<file path="src/hw/exc_vec_pkg.sv">
package exc_vec_pkg;

  // ---------------------------------------------------------------
  // exception numbers
  // ---------------------------------------------------------------
  localparam int unsigned NUM_EXC      = 48;
  localparam int unsigned EXC_W        = 6;
  localparam int unsigned IRQ_BASE_NUM = 16;
  localparam int unsigned NUM_IRQ      = 32;
  localparam logic [5:0]  EXC_RESET    = 6'h01;
  localparam logic [5:0]  EXC_NMI      = 6'h02;
  localparam logic [5:0]  EXC_HARD     = 6'h03;
  localparam logic [5:0]  EXC_MEMMAN   = 6'h04;
  localparam logic [5:0]  EXC_BUSFLT   = 6'h05;
  localparam logic [5:0]  EXC_USAGE    = 6'h06;
  localparam logic [5:0]  EXC_SVC      = 6'h0B;
  localparam logic [5:0]  EXC_DEBUG    = 6'h0C;
  localparam logic [5:0]  EXC_PENDABLE_SERVICE_REQUEST   = 6'h0E;
  localparam logic [5:0]  EXC_TICK     = 6'h0F;
  localparam int unsigned IRQ_RESERVED = 9;

  // ---------------------------------------------------------------
  // priority encoding: 4-bit signed, fixed ones negative
  // ---------------------------------------------------------------
  localparam int unsigned PRI_W      = 3;
  localparam logic [2:0]  PRI_RESET  = 3'h0;
  localparam logic signed [3:0] FIXPRI_RESET = -4'sd3;
  localparam logic signed [3:0] FIXPRI_NMI   = -4'sd2;
  localparam logic signed [3:0] FIXPRI_HARD  = -4'sd1;
  localparam logic signed [3:0] PRI_IDLE     = 4'sd7 + 4'sd0;

  // ---------------------------------------------------------------
  // vector table
  // ---------------------------------------------------------------
  localparam logic [31:0] VTOR_RESET = 32'h0000_0000;
  localparam logic [31:0] VTOR_MIN   = 32'h0000_0100;
  localparam logic [31:0] VTOR_MAX   = 32'h3FFF_FF00;
  localparam logic [31:0] VTOR_ALIGN = 32'hFFFF_FF00;
  localparam logic [31:0] IRQ0_OFS   = 32'h0000_0040;

  typedef struct packed {
    logic [5:0]  excNum;
    logic [31:0] vecAddr;
  } vec_req_s;

  typedef struct packed {
    logic       valid;
    logic [5:0] excNum;
  } exc_evt_s;

endpackage : exc_vec_pkg

</file>
<file path="src/hw/exc_arbiter.sv">
`timescale 1ns/1ps
// ---------------------------------------------------------------
// combinational winner search over pending exceptions
// ---------------------------------------------------------------
module exc_arbiter #(
  parameter int unsigned N = 48
) (
  input  wire logic [N-1:0]        pendVec,
  input  wire logic [N*4-1:0]      priFlat,
  output logic                     found,
  output logic [5:0]               winNum,
  output logic signed [3:0]        winPri
);
  import exc_vec_pkg::*;

  if (N > 64 || N < 17) begin : gChk
    $error("exc_arbiter: N out of range");
  end

  logic               f [0:N];
  logic [5:0]         n [0:N];
  logic signed [3:0]  p [0:N];

  assign f[N] = 1'b0;
  assign n[N] = 6'h00;
  assign p[N] = PRI_IDLE;

  // scan downward so the lowest number wins a tie
  genvar g;
  generate
    for (g = 0; g < N; g++) begin : gScan
      logic signed [3:0] pg;
      logic              take;
      assign pg   = $signed(priFlat[g*4 +: 4]);
      // lower value is more urgent; tie keeps lower index
      assign take = pendVec[g] && (!f[g+1] || pg <= p[g+1]);
      assign f[g] = take ? 1'b1 : f[g+1];
      assign n[g] = take ? 6'(g) : n[g+1];
      assign p[g] = take ? pg : p[g+1];
    end
  endgenerate

  assign found  = f[0];
  assign winNum = n[0];
  assign winPri = p[0];

endmodule : exc_arbiter

</file>
<file path="src/hw/exception_priority_vector_logic.sv">
`timescale 1ns/1ps
// What this block does
// every configurable priority is zero after reset until written.
// vector sits at four times its number; irq n is number 16+n at 0x40+.
// pendable service request is 14, system tick 15, both programmable.
// irq 0-4 ports, 5-6 uarts, 7 sync serial, 8 i2c, 9 reserved.
// table word 0 is the reset stack pointer, then handler addresses.
// software stores every handler address with bit 0 set.
// reset places the table base at zero whatever was written before.
// only privileged writes move the base, within 0x100..0x3FFFFF00.
// software aligns a new base to 256 bytes.
// a numerically lower priority is more urgent.
// reset, hard fault and nmi are fixed; the rest are configurable.
// configurable priorities are 0-7, so fixed ones always outrank them.
// on equal priority the lowest exception number is taken first.
// a running handler is preempted only by a strictly more urgent one.
// an equal-priority arrival does not preempt and stays pending.
// nmi is fixed at -2 and unmaskable, hard fault -1, reset -3.
module exception_priority_vector_logic #(
  parameter int unsigned IRQ_COUNT = 30
) (
  input  wire logic                      mclk,
  input  wire logic                      rst_b,
  // peripheral and system requests
  input  wire logic [IRQ_COUNT-1:0]      irqReq,
  input  wire logic                      nmiReq,
  input  wire logic                      hardFaultReq,
  input  wire logic                      sysExcSet,
  input  wire logic [5:0]                sysExcNum,
  input  wire logic [IRQ_COUNT-1:0]      irqEnable,
  // priority configuration
  input  wire logic                      priWrite,
  input  wire logic [5:0]                priNum,
  input  wire logic [2:0]                priValue,
  // vector table offset configuration
  input  wire logic                      vtorWrite,
  input  wire logic                      vtorPriv,
  input  wire logic [31:0]               vtorValue,
  // core handshake
  input  wire logic                      takeAck,
  input  wire logic                      excReturn,
  output exc_vec_pkg::vec_req_s          vecReq,
  output logic                           vecValid,
  output logic                           spFetch,
  output logic [31:0]                    vectorTableOffset,
  output logic [5:0]                     activeNum,
  output logic signed [3:0]              activePri,
  output logic                           vtorReject
);
  import exc_vec_pkg::*;

  // line 9 must exist, and the table holds 32 lines at most
  if (IRQ_COUNT > NUM_IRQ || IRQ_COUNT < IRQ_RESERVED + 1) begin : gChk
    $error("IRQ_COUNT out of range");
  end

  // ---------------------------------------------------------------
  // input synchronisers (asynchronous sources)
  // ---------------------------------------------------------------
  localparam int unsigned SW = IRQ_COUNT + 1;
  logic [SW-1:0] syn1_q, syn2_q, syn3_q, lvl_q;
  logic [SW-1:0] rawIn;
  assign rawIn = {nmiReq, irqReq};

  always_ff @(posedge mclk or negedge rst_b) begin
    if (!rst_b) begin
      syn1_q <= '0;
      syn2_q <= '0;
      syn3_q <= '0;
    end else begin
      syn1_q <= rawIn;
      syn2_q <= syn1_q;
      syn3_q <= syn2_q;
    end
  end

  // a change counts only once the last two stages agree
  always_ff @(posedge mclk or negedge rst_b) begin
    if (!rst_b) begin
      lvl_q <= '0;
    end else begin
      for (int i = 0; i < SW; i++) begin
        if (syn2_q[i] == syn3_q[i]) lvl_q[i] <= syn3_q[i];
      end
    end
  end

  // ---------------------------------------------------------------
  // priorities
  // ---------------------------------------------------------------
  logic [2:0] cfgPri_q [0:NUM_EXC-1];
  logic       priWritable;

  // fixed ones never take a write
  assign priWritable = priWrite && priNum > EXC_HARD
                       && priNum < 6'(NUM_EXC);

  always_ff @(posedge mclk or negedge rst_b) begin
    if (!rst_b) begin
      for (int i = 0; i < NUM_EXC; i++) cfgPri_q[i] <= PRI_RESET;
    end else if (priWritable) begin
      cfgPri_q[priNum] <= priValue; // 3-bit field caps at 7
    end
  end

  logic [NUM_EXC*4-1:0] priFlat;
  genvar g;
  generate
    for (g = 0; g < NUM_EXC; g++) begin : gPri
      if (g == EXC_RESET) begin : gR
        assign priFlat[g*4 +: 4] = FIXPRI_RESET;
      end else if (g == EXC_NMI) begin : gN
        assign priFlat[g*4 +: 4] = FIXPRI_NMI;
      end else if (g == EXC_HARD) begin : gH
        assign priFlat[g*4 +: 4] = FIXPRI_HARD;
      end else begin : gC
        // zero-extended, so always above any fixed one
        assign priFlat[g*4 +: 4] = {1'b0, cfgPri_q[g]};
      end
    end
  endgenerate

  // ---------------------------------------------------------------
  // pending state
  // ---------------------------------------------------------------
  logic [NUM_EXC-1:0] pend_q, pendSet, eligible;
  logic [SW-1:0]      lvlPrev_q;

  always_ff @(posedge mclk or negedge rst_b) begin
    if (!rst_b) lvlPrev_q <= '0;
    else        lvlPrev_q <= lvl_q;
  end

  always_comb begin
    pendSet = '0;
    for (int i = 0; i < IRQ_COUNT; i++) begin
      // line 9 is unused
      if (i != IRQ_RESERVED && lvl_q[i] && !lvlPrev_q[i])
        pendSet[IRQ_BASE_NUM + i] = 1'b1;
    end
    if (lvl_q[SW-1] && !lvlPrev_q[SW-1]) pendSet[EXC_NMI] = 1'b1;
    if (hardFaultReq) pendSet[EXC_HARD] = 1'b1;
    // 14 and 15 arrive here asynchronously to code
    if (sysExcSet && sysExcNum > EXC_HARD && sysExcNum < IRQ_BASE_NUM[5:0])
      pendSet[sysExcNum] = 1'b1;
  end

  logic       found;
  logic [5:0] winNum;
  logic signed [3:0] winPri;
  logic       doTake;

  // a new arrival wins over the clear on the same edge
  always_ff @(posedge mclk or negedge rst_b) begin
    if (!rst_b) begin
      pend_q <= '0;
    end else begin
      for (int i = 0; i < NUM_EXC; i++) begin
        if (pendSet[i])
          pend_q[i] <= 1'b1; // equal-priority arrival waits
        // clear the one offered, not the winner, which may have moved on
        else if (vecValid && takeAck && vecReq.excNum == 6'(i))
          pend_q[i] <= 1'b0;
      end
    end
  end

  always_comb begin
    eligible = pend_q;
    for (int i = 0; i < IRQ_COUNT; i++) begin
      if (!irqEnable[i]) eligible[IRQ_BASE_NUM + i] = 1'b0;
    end
    eligible[0] = 1'b0;
  end

  exc_arbiter #(
    .N(NUM_EXC)
  ) uArb (
    .pendVec(eligible),
    .priFlat(priFlat),
    .found  (found),
    .winNum (winNum),
    .winPri (winPri)
  );

  // ---------------------------------------------------------------
  // active stack: nesting depth bounded by distinct levels
  // ---------------------------------------------------------------
  localparam int unsigned DEPTH = 12;
  logic [5:0]        stkNum_q [0:DEPTH-1];
  logic signed [3:0] stkPri_q [0:DEPTH-1];
  logic [3:0]        sp_q;
  logic signed [3:0] curPri;

  assign curPri = (sp_q == 4'h0) ? PRI_IDLE : stkPri_q[sp_q - 4'h1];

  // strictly more urgent only, thread mode takes anything
  assign doTake = found && (sp_q == 4'h0 || winPri < curPri)
                  && sp_q < 4'(DEPTH);

  always_ff @(posedge mclk or negedge rst_b) begin
    if (!rst_b) begin
      sp_q <= 4'h0;
      for (int i = 0; i < DEPTH; i++) begin
        stkNum_q[i] <= 6'h00;
        stkPri_q[i] <= 4'sd0;
      end
    end else if (vecValid && takeAck) begin
      stkNum_q[sp_q] <= vecReq.excNum;
      stkPri_q[sp_q] <= priFlat[vecReq.excNum*4 +: 4];
      sp_q           <= sp_q + 4'h1;
    end else if (excReturn && sp_q != 4'h0) begin
      sp_q <= sp_q - 4'h1;
    end
  end

  // ---------------------------------------------------------------
  // vector table offset
  // ---------------------------------------------------------------
  logic vtorOk;
  // privileged, in range; low byte dropped for alignment
  assign vtorOk = vtorPriv && vtorValue >= VTOR_MIN
                  && vtorValue <= VTOR_MAX;

  always_ff @(posedge mclk or negedge rst_b) begin
    if (!rst_b) begin
      vectorTableOffset <= VTOR_RESET;
      vtorReject        <= 1'b0;
    end else begin
      vtorReject <= vtorWrite && !vtorOk;
      if (vtorWrite && vtorOk)
        vectorTableOffset <= vtorValue & VTOR_ALIGN;
    end
  end

  // ---------------------------------------------------------------
  // vector request to the core
  // ---------------------------------------------------------------
  typedef enum logic [1:0] {
    ST_BOOT  = 2'b00,
    ST_STACK = 2'b01,
    ST_IDLE  = 2'b10,
    ST_OFFER = 2'b11
  } req_state_e;

  req_state_e reqState_q;

  // word 0 after reset is the stack pointer fetch
  always_ff @(posedge mclk or negedge rst_b) begin
    if (!rst_b) begin
      reqState_q <= ST_BOOT;
      spFetch    <= 1'b0;
      vecValid   <= 1'b0;
      vecReq     <= '0;
    end else begin
      case (reqState_q)
        ST_BOOT: begin
          reqState_q     <= ST_STACK;
          spFetch        <= 1'b1;
          vecReq.excNum  <= 6'h00;
          vecReq.vecAddr <= vectorTableOffset;
        end
        ST_STACK: begin
          if (takeAck) begin
            reqState_q <= ST_IDLE;
            spFetch    <= 1'b0;
          end
        end
        // winner tracked every idle cycle, frozen once offered
        ST_IDLE: begin
          vecReq.excNum  <= winNum;
          // four bytes per vector number
          vecReq.vecAddr <= vectorTableOffset + {24'h00_0000, winNum, 2'b00};
          if (doTake) begin
            reqState_q <= ST_OFFER;
            vecValid   <= 1'b1;
          end
        end
        // request stands untouched until the core takes it; a more
        // urgent arrival meanwhile waits for the next offer
        ST_OFFER: begin
          if (takeAck) begin
            reqState_q <= ST_IDLE;
            vecValid   <= 1'b0;
          end
        end
        default: begin
          reqState_q <= ST_BOOT;
          spFetch    <= 1'b0;
          vecValid   <= 1'b0;
        end
      endcase
    end
  end

  always_ff @(posedge mclk or negedge rst_b) begin
    if (!rst_b) begin
      activeNum <= 6'h00;
      activePri <= PRI_IDLE;
    end else begin
      activeNum <= (sp_q == 4'h0) ? 6'h00 : stkNum_q[sp_q - 4'h1];
      activePri <= (sp_q == 4'h0) ? PRI_IDLE : stkPri_q[sp_q - 4'h1];
    end
  end

endmodule : exception_priority_vector_logic
</file>
<file path="config.mk">
export PLATFORM = sky130hd
export DESIGN_NAME = exception_priority_vector_logic
export DESIGN_NICKNAME = d
export VERILOG_FILES = /design/src/hw/exc_vec_pkg.sv /design/src/hw/exc_arbiter.sv /design/src/hw/exception_priority_vector_logic.sv
export SDC_FILE = /design/constraint.sdc
export NUM_CORES = 1
export LEC_CHECK = 0
export BUFFER_PORTS_ARGS = -buffer_cell sky130_fd_sc_hd__buf_2
export CORE_AREA = 10 10 239 218
export CTS_CLUSTER_DIAMETER = 200
export DETAILED_ROUTE_END_ITERATION = 6
export DIE_AREA = 0 0 249 228
export PLACE_DENSITY_LB_ADDON = 0.05
export SLEW_MARGIN = 20
export SYNTH_ARGS = -nofsm -noshare
export SYNTH_HDL_FRONTEND = slang
export SYNTH_SLANG_ARGS = --single-unit
</file>
<file path="constraint.sdc">
create_clock -name mclk -period 97.1 [get_ports mclk]
set_input_delay 0 -clock mclk [delete_from_list [all_inputs] [get_ports mclk]]
set_output_delay 0 -clock mclk [all_outputs]
set_load 0.05 [all_outputs]
</file>
==> summary.md <==
| Metric | Value |
|---|---|
| EDFF count, synth | `0` |
| Via count | `21,058` |
| Starting Density | `around 59%` |
| Mean Syn Cell Area | `10.9 µm²` |
| MaxCap Viol Count | `0` |
| Slew Limit Fails | `0` |
| Reg-to-Reg Start | `pend_q[47]$_DFFE_PN0P_` |
| GRT Residual Overflow | `0` |
| Core ar. | `about 47,000 µm²` |
| Post-synth top flop | `dfrtp_1` |
| Synth-to-layout area growth | `14.7%` |
| CP max FO | `14` |
| Synth cell types | `between 100 and 150` |
| IO Port Bufs | `188` |
| Seq/Total Area, Yosys | `a little under half` |
| Die area | `between 50,000 and 60,000 µm²` |
| Final Hold Viols | `0` |
| Number of synthesized register bits | `525` |
| Post-Syn Instances | `~2,600` |
| Maximum clock frequency | `~14 MHz` |
| Most frequent cells in the layout | `519 x dfrtp_1, 267 x nand2_1, 245 x mux2_2` |
| CTS tree | `done` |
| Setup crit end | `reqState_q[0]$_DFFE_PN0P_` |
| Final setup TNS | `0 ns` |
| CP most frequent cell | `o21ai_0` |
| Starting DRT DRC Count | `1,808` |
| First-pass GRT wire length | `between 100 and 150 mm` |
| DRC Markers | `0` |
| Reg2Reg Setup Slack | `25.97 ns` |
| H-tree lvl count | `2` |
| Cts repair resizes | `0` |
| Clk_lat worst skew | `a little over 0.6 ns` |
| Status | `finished clean` |
| Reg clk slew, reported paths | `0.06 ns` |
| # fillers | `~3,700` |
| Post-synthesis cell area | `around 28,000 µm²` |
| Synth area leader | `dfrtp_1` |
| Setup Buffers After CTS | `0` |
| Clk sinks | `525` |
| Initial antenna violation count | `12` |
| Layout cells sized above 1 | `approximately 24%` |
| Warnings from Yosys | `0` |
| Die width | `249 µm` |
| Max Clock Skew | `approximately 0.027 ns` |
| CP startpoint | `pend_q[47]$_DFFE_PN0P_` |
| Synth async-reset ratio | `between 90% and 100%` |
| Rows | `76` |
| Crit. End Element | `flip-flop` |
| Drt first pass iters | `6` |
| GRT Total Usage | `26.7%` |
| Largest net degree at the start of global routing | `~120` |
| Slowest CP cell | `o311ai_1` |
| Drt total wl | `76.8 mm` |
| CP Data Required Time | `a little under 100 ns` |
| Cts bufs inserted | `between 50 and 60` |
| Final Net Count | `between 3,000 and 4,000` |
| Final ANT Viol Nets | `0` |
| Worst path max stage delay | `about 0.86 ns` |
| Worst EP arrival | `about 70 ns` |
| Hold crit path type | `input port to flip-flop` |
| GP Congestion | `0.939` |
| Vias in the first global route | `approximately 21,000` |
| Relative slew slack | `between 20% and 30%` |
| Critical setup path kind | `flip-flop to flip-flop` |
| Post-synth top area share | `a little under half` |
| Routed length per instance | `~22 µm` |
| Worst slew pin tran | `between 1 and 1.5 ns` |
| Most common cell after layout, fill and taps aside | `dfrtp_1` |
| Final setup vio count | `0` |
| DP Wirelength | `54.9 mm` |
| Vias per inst | `6.07` |
| Clock Path Buffers | `3` |
| Unrepaired setup endpoints after global routing | `no` |
| Reg-to-Reg End | `reqState_q[0]$_DFFE_PN0P_` |
| Path depth of the worst reg2reg path | `~340` |
| Clk root buf | `clkbuf_16` |
| IO Pins | `200` |
| Die H | `228 µm` |
| Worst Setup Start Kind | `flip-flop` |
| Minimum clock period | `a little over 70 ns` |
| Ranking of synthesized cells by area | `dfrtp_1 47%, mux2_2 9.9%, ha_1 6.1%, mux4_2 5.8%, o21ai_0 4.3%` |
| Final worst-path cycle share | `roughly three quarters` |
[registers in the layout, summed over array words and instances (netlist names), 30 cells and up]
signal / cells
vecReq: 30
syn3_q: 30
syn1_q: 30
pend_q: 47
lvlPrev_q: 30
syn2_q: 30
stkPri_q: 48
lvl_q: 30
cfgPri_q: 135
stkNum_q: 72
[what timing repair did]
item | 4_1_cts | 5_1_grt
hold buffers | 82 | 1
hold endpoints to repair | 217 | 14
setup endpoints to repair | 0 | 0
[per-layer routing]
layer  vias up  routed length (µm)  share of wire [%]  track usage [%]
met4         8                2580                3.4             9.85
li1       9699                   -                  -                -
met3       155                6300                8.2             5.54
met1     10450               34000                 44             37.6
met2       746               33900                 44             40.2
met5         -                  38              0.049                0
[worst min-delay path by stage]
stage / start / to / slack [ns] / cells after the start
floorplan: rst_b / activeNum[0]$_DFF_PN0_ / -0.30 / 0
global placement: irqReq[5] / syn1_q[5]$_DFF_PN0_ / 0.11 / 1
detailed placement: irqReq[21] / syn1_q[21]$_DFF_PN0_ / 0.11 / 1
CTS: irqReq[28] / syn1_q[28]$_DFF_PN0_ / 0.0005 / 2
global route: irqReq[22] / syn1_q[22]$_DFF_PN0_ / 0.03 / 2
finish: irqReq[11] / syn1_q[11]$_DFF_PN0_ / 0.03 / 2
[metrics by stage]
stage | util [%] | instances | cell area [µm²] | worst slack (ns) | hold WS, ns
floorplan | - | 2562 | 27900 | 39.59 | -0.296
global placement | 62.0 | 3280 | 29300 | 28.71 | 0.108
detailed placement | 62.0 | 3280 | 29300 | 27.63 | 0.109
CTS | 67.4 | 3459 | 31900 | 27.28 | 0.000512
global route | 67.5 | 3465 | 31900 | 19.76 | 0.0273
finish | 67.6 | 3468 | 31900 | 25.97 | 0.0278
[critical path: cells and delay by family, from the launching register on]
family                     cells  cell delay, ns
AOI/OAI and AO/OA            176           41.58
DFF                            1            0.58
adders and majority gates     44           11.96
muxes                          5            1.64
buffers and inverters         25            2.58
and+or+nand+nor               85           12.56
[cells in the mapped netlist, types with 18 or more instances]
cell type / instances
ha_1: 136
mux2_2: 245
nand2b_1: 24
inv_1: 158
buf_4: 18
a21oi_1: 68
mux4_2: 72
nor2b_1: 38
dfrtp_1: 522
a21o_1: 30
a31oi_1: 33
o21a_1: 28
nand2_1: 267
clkbuf_1: 83
nand3_1: 64
nor2_1: 136
o21ai_0: 238
maj3_1: 30
and2_1: 21
nor3_1: 25
nand4_1: 20
[area by class of cell]
type / instances / area, µm² / share of cell area, %
clock buffers: 75 / 1560 / 4.89
repair buffers: 295 / 1980 / 6.20
multi-input cells: 1760 / 13600 / 42.7
flip-flops and latches: 525 / 13100 / 41.2
well taps: 624 / 781 / 2.45
diodes: 7 / 17.5 / 0.0549
clock inverters: 22 / 211 / 0.662
inverters: 160 / 601 / 1.88
[logic make-up after synthesis]
family / share of synthesized area (%)
mux: 16.6
other cells: 0.0135
compound gates: 13.0
fa+ha+maj: 7.19
buf+inv: 4.03
flops: 47.2
xor+xnor: 0.126
simple gates: 11.9
Power is not shown: default switching activity piles up to over one toggle a cycle in this logic, so the estimate is an artifact.
